**config.mk**
```make
export PLATFORM = sky130hd
export DESIGN_NAME = ddcmx_config
export DESIGN_NICKNAME = d
export VERILOG_FILES = /design/src/verilog/ddcmx_pkg.sv /design/src/verilog/ddcmx_config.sv
export SDC_FILE = /design/constraint.sdc
export NUM_CORES = 1
export LEC_CHECK = 0
export BUFFER_PORTS_ARGS = -buffer_cell sky130_fd_sc_hd__buf_2
export CORE_ASPECT_RATIO = 1.1
export CORE_MARGIN = 1
export CORE_UTILIZATION = 40
export CTS_CLUSTER_SIZE = 14
export DETAILED_ROUTE_END_ITERATION = 8
export GPL_TIMING_DRIVEN = 1
export PLACE_DENSITY = 0.7
export SYNTH_ARGS = -nofsm -noshare
export SYNTH_HDL_FRONTEND = slang
export SYNTH_SLANG_ARGS = --single-unit
```
**constraint.sdc**
```tcl
create_clock -name clk_i -period 3.8 [get_ports clk_i]
set_input_delay 0.76 -clock clk_i [delete_from_list [all_inputs] [get_ports clk_i]]
set_output_delay 0.76 -clock clk_i [all_outputs]
set_load 0.1 [all_outputs]
```
**src/verilog/ddcmx_pkg.sv**
```systemverilog
package ddcmx_pkg;
  localparam logic [11:0] DDCMX_OFS_PHASE4 = 12'h0361;
  localparam logic [11:0] DDCMX_OFS_PHASE5 = 12'h0362;
  localparam logic [11:0] DDCMX_OFS_TEST = 12'h0367;
  localparam logic [11:0] DDCMX_OFS_CTRL = 12'h0370;
  localparam logic [11:0] DDCMX_OFS_ALT = 12'h0371;
  localparam logic [7:0] DDCMX_RST_BYTE = 8'h00;
  localparam logic [7:0] DDCMX_RST_ALT = 8'h05;
  localparam logic [7:0] DDCMX_TEST_MASK = 8'h05;
  localparam logic [7:0] DDCMX_ALT_MASK = 8'hf5;
  localparam int DDCMX_TEST_I_BIT = 0;
  localparam int DDCMX_TEST_Q_BIT = 2;
  localparam int DDCMX_MIX_BIT = 7;
  localparam int DDCMX_GAIN_BIT = 6;
  localparam int DDCMX_IF_LSB = 4;
  localparam int DDCMX_C2R_BIT = 3;

  typedef enum logic [1:0] {DDCMX_IF_VAR, DDCMX_IF_ZERO, DDCMX_IF_FS, DDCMX_IF_TEST} ddcmx_if_t;

  typedef struct packed {
    logic [7:0] phase4;
    logic [7:0] phase5;
    logic [7:0] test_en;
    logic [7:0] ctrl;
    logic [7:0] alt;
    logic ack;
    logic [7:0] rdata;
  } ddcmx_state_t;

  typedef struct packed {
    logic complex_mix;
    logic gain_x2;
    ddcmx_if_t if_mode;
    logic c2r;
    logic [4:0] stage_en;
    logic [5:0] decim;
    logic decim_valid;
  } ddcmx_cfg_t;
endpackage

```
**src/verilog/ddcmx_config.sv**
```systemverilog
`timescale 1ns/1ps
module ddcmx_config
  import ddcmx_pkg::*;
#(
  parameter int SAMPLE_W = 16
)(
  input wire logic clk_i,
  input wire logic rst_i,
  input wire logic wb_cyc_i,
  input wire logic wb_stb_i,
  input wire logic wb_we_i,
  input wire logic [11:0] wb_adr_i,
  input wire logic [7:0] wb_dat_i,
  input wire logic wb_sel_i,
  output logic [7:0] wb_dat_o,
  output logic wb_ack_o,
  input wire logic [SAMPLE_W-1:0] ddc_i_i,
  input wire logic [SAMPLE_W-1:0] ddc_q_i,
  input wire logic [SAMPLE_W-1:0] pattern_a_i,
  input wire logic [SAMPLE_W-1:0] pattern_b_i,
  output logic [SAMPLE_W-1:0] out_i_o,
  output logic [SAMPLE_W-1:0] out_q_o,
  output logic [15:0] phase_offset_hi_o,
  output ddcmx_cfg_t cfg_o
);
  ddcmx_state_t st, next_st;
  logic req;
  logic [SAMPLE_W-1:0] out_i, out_q, next_out_i, next_out_q;

  // stage enables: {fifthband, thirdband, halfband four, three, two}; halfband one always on
  function automatic logic [11:0] decode(input logic [2:0] code, input logic [3:0] alt,
                                         input logic c2r);
    logic [4:0] en;
    logic [5:0] f;
    logic ok;
    en = 5'h00;
    f = 6'h00;
    ok = 1'b1;
    case (code)
      3'h0: begin en = 5'h01; f = 6'h04; end
      3'h1: begin en = 5'h03; f = 6'h08; end
      3'h2: begin en = 5'h07; f = 6'h10; end
      3'h3: begin en = 5'h00; f = 6'h02; end
      3'h4: begin en = 5'h08; f = 6'h06; end
      3'h5: begin en = 5'h09; f = 6'h0c; end
      3'h6: begin en = 5'h0b; f = 6'h18; end
      default:
      begin
        case (alt)
          4'h0: begin en = 5'h0f; f = 6'h30; end
          4'h2: begin en = 5'h10; f = 6'h0a; end
          4'h3: begin en = 5'h11; f = 6'h14; end
          4'h4: begin en = 5'h13; f = 6'h28; end
          default: begin en = 5'h00; f = 6'h00; ok = 1'b0; end
        endcase
      end
    endcase
    if (c2r)
    begin
      f = {1'b0, f[5:1]};
    end
    return {en, f, ok};
  endfunction

  assign req = wb_cyc_i && wb_stb_i && !st.ack;
  logic wr_any, rd_any, wr_ctrl;
  assign wr_any = req && wb_we_i && wb_sel_i;
  assign rd_any = req && !wb_we_i;
  assign wr_ctrl = wr_any && wb_adr_i == DDCMX_OFS_CTRL;

  always_comb
  begin
    next_st = st;
    next_st.ack = req;
    if (req && wb_we_i && wb_sel_i)
    begin
      case (wb_adr_i)
        DDCMX_OFS_PHASE4: next_st.phase4 = wb_dat_i;
        DDCMX_OFS_PHASE5: next_st.phase5 = wb_dat_i;
        DDCMX_OFS_TEST: next_st.test_en = wb_dat_i & DDCMX_TEST_MASK;
        DDCMX_OFS_CTRL: next_st.ctrl = wb_dat_i;
        DDCMX_OFS_ALT: next_st.alt = wb_dat_i & DDCMX_ALT_MASK;
        default: next_st.ctrl = st.ctrl;
      endcase
    end
    case (wb_adr_i)
      DDCMX_OFS_PHASE4: next_st.rdata = st.phase4;
      DDCMX_OFS_PHASE5: next_st.rdata = st.phase5;
      DDCMX_OFS_TEST: next_st.rdata = st.test_en & DDCMX_TEST_MASK;
      DDCMX_OFS_CTRL: next_st.rdata = st.ctrl;
      DDCMX_OFS_ALT: next_st.rdata = st.alt;
      default: next_st.rdata = 8'h00;
    endcase
  end

  always_ff @(posedge clk_i)
  begin
    if (rst_i)
    begin
      st <= '{DDCMX_RST_BYTE, DDCMX_RST_BYTE, DDCMX_RST_BYTE, DDCMX_RST_BYTE,
              DDCMX_RST_ALT, 1'b0, 8'h00};
      out_i <= '0;
      out_q <= '0;
    end
    else
    begin
      st <= next_st;
      out_i <= next_out_i;
      out_q <= next_out_q;
    end
  end

  logic [11:0] dec;
  always_comb
  begin
    dec = decode(st.ctrl[2:0], st.alt[7:4], st.ctrl[DDCMX_C2R_BIT]);
    cfg_o.complex_mix = st.ctrl[DDCMX_MIX_BIT];
    cfg_o.gain_x2 = st.ctrl[DDCMX_GAIN_BIT];
    cfg_o.if_mode = ddcmx_if_t'(st.ctrl[DDCMX_IF_LSB +: 2]);
    cfg_o.c2r = st.ctrl[DDCMX_C2R_BIT];
    cfg_o.stage_en = dec[11:7];
    cfg_o.decim = dec[6:1];
    cfg_o.decim_valid = dec[0];
  end

  // pattern content itself is chosen upstream by the per-channel select
  always_comb
  begin
    next_out_i = st.test_en[DDCMX_TEST_I_BIT] ? pattern_a_i : ddc_i_i;
    next_out_q = st.test_en[DDCMX_TEST_Q_BIT] ? pattern_b_i : ddc_q_i;
    if (st.ctrl[DDCMX_C2R_BIT])
    begin
      next_out_q = '0;
    end
  end

  assign out_i_o = out_i;
  assign out_q_o = out_q;
  assign phase_offset_hi_o = {st.phase5, st.phase4};
  assign wb_ack_o = st.ack;
  assign wb_dat_o = st.rdata;

  property p_test_i;
    @(posedge clk_i) disable iff (rst_i)
    st.test_en[DDCMX_TEST_I_BIT] |=> out_i_o == $past(pattern_a_i);
  endproperty
  a_test_i: assert property (p_test_i) else $error("i test pattern not applied");

  property p_test_q;
    @(posedge clk_i) disable iff (rst_i)
    (st.test_en[DDCMX_TEST_Q_BIT] && !st.ctrl[DDCMX_C2R_BIT]) |=>
      out_q_o == $past(pattern_b_i);
  endproperty
  a_test_q: assert property (p_test_q) else $error("q test pattern not applied");

  property p_resv;
    @(posedge clk_i) disable iff (rst_i)
    (st.test_en & ~DDCMX_TEST_MASK) == 8'h00;
  endproperty
  a_resv: assert property (p_resv) else $error("reserved test bits set");

  property p_phase;
    @(posedge clk_i) disable iff (rst_i)
    (req && wb_we_i && wb_sel_i && wb_adr_i == DDCMX_OFS_PHASE5) |=>
      phase_offset_hi_o[15:8] == $past(wb_dat_i);
  endproperty
  a_phase: assert property (p_phase) else $error("phase byte not stored");

  property p_c2r;
    @(posedge clk_i) disable iff (rst_i)
    cfg_o.c2r |=> out_q_o == '0;
  endproperty
  a_c2r: assert property (p_c2r) else $error("q not quiet in real mode");

  property p_hb;
    @(posedge clk_i) disable iff (rst_i)
    (st.ctrl[2:0] == 3'h2 && !cfg_o.c2r) |-> cfg_o.decim == 6'h10 && cfg_o.stage_en == 5'h07;
  endproperty
  a_hb: assert property (p_hb) else $error("four half-band factor wrong");

  property p_one;
    @(posedge clk_i) disable iff (rst_i)
    (st.ctrl[2:0] == 3'h3) |-> cfg_o.decim == (cfg_o.c2r ? 6'h01 : 6'h02);
  endproperty
  a_one: assert property (p_one) else $error("single half-band factor wrong");

  property p_tb;
    @(posedge clk_i) disable iff (rst_i)
    (st.ctrl[2:0] == 3'h6) |-> cfg_o.decim == (cfg_o.c2r ? 6'h0c : 6'h18);
  endproperty
  a_tb: assert property (p_tb) else $error("third-band factor wrong");

  property p_alt;
    @(posedge clk_i) disable iff (rst_i)
    (st.ctrl[2:0] == 3'h7 && st.alt[7:4] == 4'h0) |->
      cfg_o.decim == (cfg_o.c2r ? 6'h18 : 6'h30);
  endproperty
  a_alt: assert property (p_alt) else $error("alternate factor wrong");

  property p_phase_lo;
    @(posedge clk_i) disable iff (rst_i)
    (wr_any && wb_adr_i == DDCMX_OFS_PHASE4) |=> phase_offset_hi_o[7:0] == $past(wb_dat_i);
  endproperty
  a_phase_lo: assert property (p_phase_lo) else $error("low phase byte not stored");

  property p_phase_hold;
    @(posedge clk_i) disable iff (rst_i)
    !wr_any |=> $stable(phase_offset_hi_o);
  endproperty
  a_phase_hold: assert property (p_phase_hold) else $error("phase changed without write");

  property p_i_off;
    @(posedge clk_i) disable iff (rst_i)
    !st.test_en[DDCMX_TEST_I_BIT] |=> out_i_o == $past(ddc_i_i);
  endproperty
  a_i_off: assert property (p_i_off) else $error("i sample not passed");

  property p_q_off;
    @(posedge clk_i) disable iff (rst_i)
    (!st.test_en[DDCMX_TEST_Q_BIT] && !st.ctrl[DDCMX_C2R_BIT]) |=> out_q_o == $past(ddc_q_i);
  endproperty
  a_q_off: assert property (p_q_off) else $error("q sample not passed");

  property p_pat;
    @(posedge clk_i) disable iff (rst_i)
    (st.test_en == DDCMX_TEST_MASK && !st.ctrl[DDCMX_C2R_BIT]) |=>
      out_i_o == $past(pattern_a_i) && out_q_o == $past(pattern_b_i);
  endproperty
  a_pat: assert property (p_pat) else $error("pattern source mixed up");

  property p_mix;
    @(posedge clk_i) disable iff (rst_i)
    wr_ctrl |=> cfg_o.complex_mix == $past(wb_dat_i[DDCMX_MIX_BIT]);
  endproperty
  a_mix: assert property (p_mix) else $error("mixer select not stored");

  property p_gain;
    @(posedge clk_i) disable iff (rst_i)
    wr_ctrl |=> cfg_o.gain_x2 == $past(wb_dat_i[DDCMX_GAIN_BIT]);
  endproperty
  a_gain: assert property (p_gain) else $error("gain select not stored");

  property p_ifm;
    @(posedge clk_i) disable iff (rst_i)
    wr_ctrl |=> cfg_o.if_mode == $past(wb_dat_i[DDCMX_IF_LSB +: 2]);
  endproperty
  a_ifm: assert property (p_ifm) else $error("if mode not stored");

  property p_c2r_cfg;
    @(posedge clk_i) disable iff (rst_i)
    wr_ctrl |=> cfg_o.c2r == $past(wb_dat_i[DDCMX_C2R_BIT]);
  endproperty
  a_c2r_cfg: assert property (p_c2r_cfg) else $error("real mode bit not stored");

  property p_c2r_i;
    @(posedge clk_i) disable iff (rst_i)
    (st.ctrl[DDCMX_C2R_BIT] && !st.test_en[DDCMX_TEST_I_BIT]) |=> out_i_o == $past(ddc_i_i);
  endproperty
  a_c2r_i: assert property (p_c2r_i) else $error("i lost in real mode");

  property p_dec0;
    @(posedge clk_i) disable iff (rst_i)
    (st.ctrl[2:0] == 3'h0) |->
      cfg_o.decim == (cfg_o.c2r ? 6'h02 : 6'h04) && cfg_o.stage_en == 5'h01;
  endproperty
  a_dec0: assert property (p_dec0) else $error("two half-band setting wrong");

  property p_dec1;
    @(posedge clk_i) disable iff (rst_i)
    (st.ctrl[2:0] == 3'h1) |->
      cfg_o.decim == (cfg_o.c2r ? 6'h04 : 6'h08) && cfg_o.stage_en == 5'h03;
  endproperty
  a_dec1: assert property (p_dec1) else $error("three half-band setting wrong");

  property p_dec2;
    @(posedge clk_i) disable iff (rst_i)
    (st.ctrl[2:0] == 3'h2 && cfg_o.c2r) |-> cfg_o.decim == 6'h08 && cfg_o.stage_en == 5'h07;
  endproperty
  a_dec2: assert property (p_dec2) else $error("four half-band real factor wrong");

  property p_one_en;
    @(posedge clk_i) disable iff (rst_i)
    (st.ctrl[2:0] == 3'h3) |-> cfg_o.stage_en == 5'h00 && cfg_o.decim_valid;
  endproperty
  a_one_en: assert property (p_one_en) else $error("single half-band stages wrong");

  property p_tb1;
    @(posedge clk_i) disable iff (rst_i)
    (st.ctrl[2:0] == 3'h4) |->
      cfg_o.decim == (cfg_o.c2r ? 6'h03 : 6'h06) && cfg_o.stage_en == 5'h08;
  endproperty
  a_tb1: assert property (p_tb1) else $error("third-band one stage wrong");

  property p_tb2;
    @(posedge clk_i) disable iff (rst_i)
    (st.ctrl[2:0] == 3'h5) |->
      cfg_o.decim == (cfg_o.c2r ? 6'h06 : 6'h0c) && cfg_o.stage_en == 5'h09;
  endproperty
  a_tb2: assert property (p_tb2) else $error("third-band two stage wrong");

  property p_tb_en;
    @(posedge clk_i) disable iff (rst_i)
    (st.ctrl[2:0] == 3'h6) |-> cfg_o.stage_en == 5'h0b;
  endproperty
  a_tb_en: assert property (p_tb_en) else $error("third-band three stages wrong");

  property p_alt_ok;
    @(posedge clk_i) disable iff (rst_i)
    (st.ctrl[2:0] != 3'h7) |-> cfg_o.decim_valid;
  endproperty
  a_alt_ok: assert property (p_alt_ok) else $error("primary code flagged invalid");

  property p_alt_bad;
    @(posedge clk_i) disable iff (rst_i)
    (st.ctrl[2:0] == 3'h7 && !(st.alt[7:4] inside {4'h0, 4'h2, 4'h3, 4'h4})) |->
      !cfg_o.decim_valid && cfg_o.decim == 6'h00 && cfg_o.stage_en == 5'h00;
  endproperty
  a_alt_bad: assert property (p_alt_bad) else $error("undefined alternate code used");

  property p_fb1;
    @(posedge clk_i) disable iff (rst_i)
    (st.ctrl[2:0] == 3'h7 && st.alt[7:4] == 4'h2) |->
      cfg_o.decim == (cfg_o.c2r ? 6'h05 : 6'h0a) && cfg_o.stage_en == 5'h10;
  endproperty
  a_fb1: assert property (p_fb1) else $error("fifth-band one stage wrong");

  property p_fb2;
    @(posedge clk_i) disable iff (rst_i)
    (st.ctrl[2:0] == 3'h7 && st.alt[7:4] == 4'h3) |->
      cfg_o.decim == (cfg_o.c2r ? 6'h0a : 6'h14) && cfg_o.stage_en == 5'h11;
  endproperty
  a_fb2: assert property (p_fb2) else $error("fifth-band two stage wrong");

  property p_fb3;
    @(posedge clk_i) disable iff (rst_i)
    (st.ctrl[2:0] == 3'h7 && st.alt[7:4] == 4'h4) |->
      cfg_o.decim == (cfg_o.c2r ? 6'h14 : 6'h28) && cfg_o.stage_en == 5'h13;
  endproperty
  a_fb3: assert property (p_fb3) else $error("fifth-band three stage wrong");

  property p_alt_en;
    @(posedge clk_i) disable iff (rst_i)
    (st.ctrl[2:0] == 3'h7 && st.alt[7:4] == 4'h0) |-> cfg_o.stage_en == 5'h0f;
  endproperty
  a_alt_en: assert property (p_alt_en) else $error("alternate zero stages wrong");

  property p_resv_rd;
    @(posedge clk_i) disable iff (rst_i)
    (rd_any && wb_adr_i == DDCMX_OFS_TEST) |=> (wb_dat_o & ~DDCMX_TEST_MASK) == 8'h00;
  endproperty
  a_resv_rd: assert property (p_resv_rd) else $error("reserved test bits read back");

  property p_test_wr;
    @(posedge clk_i) disable iff (rst_i)
    (wr_any && wb_adr_i == DDCMX_OFS_TEST) |=>
      st.test_en == ($past(wb_dat_i) & DDCMX_TEST_MASK);
  endproperty
  a_test_wr: assert property (p_test_wr) else $error("test enable write wrong");
endmodule

```
Word-level counts from Yosys, hierarchy flattened:

Cells that the tools add are included.

* bits of input ports: 90
* output and inout bits: 74
* logic and storage cells: 48
* flip-flop bits (word level): 73

* equality and inequality tests: 14
* reductions and logical operators: 15
* mux-type cells: 10

Operators with widths (count)
* $eq 12x10->1 const B: 5
* $pmux 6 s7: 1
* $pmux 8 s5: 1
* $pmux 5 s7: 1
* $mux 16: 2
* $pmux 6 s4: 1
* $pmux 5 s4: 1
* $reduce_and 2->1: 5
* $eq 3x3->1 const B: 3
* $eq 4x2->1 const B: 2
* $reduce_or 7->1: 1
* $eq 3x2->1 const B: 2
* $mux 6: 1
* $eq 4x3->1 const B: 1
* $logic_and 1x1->1: 4
* $logic_not 4->1: 1
* $reduce_or 4->1: 1
* $eq 3x1->1 const B: 1
* $logic_not 3->1: 1
* $mux 1: 2
* $reduce_or 2->1: 1
* $logic_not 1->1: 1

Longest topological paths before layout:

* depth in word-level cells: 5
* depth in mapped cells: 6
* mapped depth without buffers: 4

Worst setup path after synthesis:

Ideal clock, no wire load.

* path type: reg-to-output
* start: register st (netlist bit cfg_o[12])
* end: output port cfg_o[2] (netlist bit)
* arrival: 2938 ps
* required time: 3040 ps
* cell stages (with the launch flop): 5
* path buffers: 1
* slack: 102 ps
* path through: dfxtp_1 clkbuf_1 nor2_1 o21a_1 o21ai_0

RTL lines
* start: declaration: line ddcmx_config.sv:26 `ddcmx_state_t st, next_st;`
* start signal: assignment: line ddcmx_config.sv:100 `st <= '{DDCMX_RST_BYTE, DDCMX_RST_BYTE, DDCMX_RST_BYTE, DDCMX_RST_BYTE,`
* start signal: assignment: line ddcmx_config.sv:107 `st <= next_st;`
* end: declaration: line ddcmx_config.sv:24 `output ddcmx_cfg_t cfg_o`

==> results.yml <==
sta:
  fmax_mhz: 319
  relSlewSlack_pct: 34.7
  worst_slew_pin_slew_ns: 0.978
  finalSetupTns_ns: 0
  finalSetupViolCount: 0
  clock_skew_ns: 0.0103
  rsz0062_at_grt: "false"
  period_needed_ns: 3.13
  fin_crit_sh_pct: 82.4
  setup_slack_ns: 0.670
  finalMaxSlewViolations: 0
  hold_violations: 0
cells_and_area:
  n_antenna_cell: 0
  fin_nets: 592
  final_util_pct: 50.8
  fillers: 826
  syn2layout_area_growth_pct: 22.8
  layout-drive-gt1-share_pct: 39.1
cts:
  clockBufferDepth: 2
  cts-hold-fix-buffers: 0
  clk_latency_ns: 0.36
  clockRootBuffer: "clkbuf_8"
  path_clk_slew_ns: 0.08
  htree_levels: 3
  post_cts_buffers: 0
  numCtsBuffers: 9
  cts_sinks: 73
  cts_tree: "done"
  cts_resized: 0
worst_setup_path:
  crit_required_ns: 3.04
  crit_slowest_cell: "dfxtp_1"
  crit_chain: "nand3_1 -> o311a_1 -> o21ai_0 -> and3_1 -> buf_2"
  cp_max_fo: 15
  cp_num_cells: 5
  crit_family: "flip-flops"
  critPathLaunch: "st[17]"
  r2r-start: "wb_ack_o"
  critical_path_class: "flip-flop to primary output"
  endpoint_kind: "primary output"
  arrival_ns: 2.37
  max_stage_delay_ns: 0.61
  reg2regPathDepth: 4
  start_kind: "flip-flop"
  path_buf_inv: 1
detailed_routing:
  ant_nets: 0
  wl_per_cell_um: 14.2
  routed_via_density: 4.92
  drt-initial-drc-count: 95
  wl_um: 8840
  vias: 3054
  drc: 0
  drt_pass1_iterations: 4
logic_synthesis:
  netlist_instances: 384
  syn_area_per_cell_um2: 9.57
  synth-main-ff-cell: "dfxtp_1"
  synth_common_cells: "dfxtp_1 (73), mux2i_1 (67), nor2_1 (50), nand2b_1 (42), buf_4 (30)"
  syn_nets: 474
  synth.area.top_cells: "dfxtp_1 (40%), mux2i_1 (18%), nand2b_1 (7.2%)"
  synthArstFlopShare_pct: 0
  synth_edf_count: 0
  synthDistinctLibCells: 48
  synth.most_common_cell: "dfxtp_1"
  yosys_register_bits: 73
  syn_area_um2: 3670
  yosys.area.top_type: "dfxtp_1"
  ys_seq_area_share_pct: 39.8
  ys_warn_count: 0
  synth.top_cell.area_share_pct: 39.8
floorplan:
  fp.dieH_um: 103
  start_util_pct: 41.4
  fp-row-count: 36
  die_area_um2: 9570
  io_pins: 164
  fp.dieW_um: 93.4
  core_area_um2: 8870
hold_path:
  hp-start: "phase_offset_hi_o[8]"
  min_delay_path_depth: 2
  hold_class: "flip-flop to flip-flop"
power_and_ir_drop:
  power_density_nw_per_um2: 389
  p_leak_nw: 2.01
  ir_drop_uv: 240
global_routing:
  grt_antenna_before_repair: 0
  grt_first_pass_wirelength_um: 13700
  use_met2_pct: 31.8
  grt_max_degree: 39
  grt.busiest_layer: "met2"
  overflow: 0
  grt_pass1_vias: 2887
  grt_use_met3_pct: 6.64
  track_usage_pct: 18.6
  gr-usage-met1_pct: 21.0
placed_design:
  pre_cts_ws_ns: 1.07
  dp_hpwl_um: 6720
  portBuffers: 163
  place.gp.congestion: 0.867
outcome:
  status: "completed"
run:
  drv_cap: 0
[layout by cell type (no fill, tap or decap), types with 3 or more instances in the layout]
master,n
buf_2,163
dfxtp_1,73
mux2i_1,67
nor2_1,50
nand2b_1,42
clkbuf_8,11
nand2_1,9
o21ai_0,8
a21oi_1,7
a22oi_1,7
and3_1,5
nor3_1,4
o21a_1,4
a211oi_2,4
inv_1,3
a31oi_1,3
nor3b_2,3
[sequential cells by signal, summed over array words and instances, names as in the netlist]
name               cells
out_i_o               16
out_q_o               16
phase_offset_hi_o     16
st                    11
wb_dat_o               8
cfg_o                  5
wb_ack_o               1
[final timing paths]
kind / end / slack, ns
min reg2reg: phase_offset_hi_o[8] / 0.50
max: cfg_o[3] / 0.67
max reg2reg: phase_offset_hi_o[4] / 2.04
min: phase_offset_hi_o[8] / 0.50
[layer usage]
metal,part of all wire (%),vias to the layer above
met5,0,-
met4,2.1,0
met3,7.7,16
met2,49,119
met1,41,1401
li1,-,1518
[worst min-delay path, stage by stage, from the launching register on]
cell	delay, ns
dfxtp_1	0.33
nand2b_1	0.07
mux2i_1	0.06
[logic make-up (layout without fill, tap and decap cells)]
family / count (synthesis) / count (layout) / synth area share, %
xor gates and xnor gates: 3 / 3 / 0.715
and+or+nand+nor: 139 / 139 / 22.5
buffers and inverters: 60 / 183 / 10.0
AOI/OAI and AO/OA: 42 / 42 / 8.72
muxes: 67 / 67 / 18.3
DFF: 73 / 73 / 39.8
[per-stage QoR]
step	instance area [um^2]	instances	hold WS, ns	total power, mW
final	4510	621	0.499	1.76
after global routing	4510	621	0.525	1.81
after detailed placement	4280	605	0.487	1.07
after global placement	4280	605	0.477	1.07
after CTS	4510	621	0.500	1.77
after floorplan	3670	384	0.455	0.996
[final cells by class]
class	instances	area, um^2	area share (%)
Multi-Input combinational cell	251	1840	40.8
Sequential cell	73	1460	32.4
Timing Repair Buffer	164	823	18.2
Tap cell	114	143	3.16
Clock buffer	12	155	3.44
Clock inverter	4	75.1	1.66
Inverter	3	11.3	0.250
[report_power, final]
group / internal, mW / total, mW / switching, mW
logic: 0.0694 / 0.265 / 0.196
clock network: 0.406 / 0.705 / 0.299
registers: 0.783 / 0.787 / 0.00405
total: 1.26 / 1.76 / 0.499
Power figures use the tool's default switching activity.
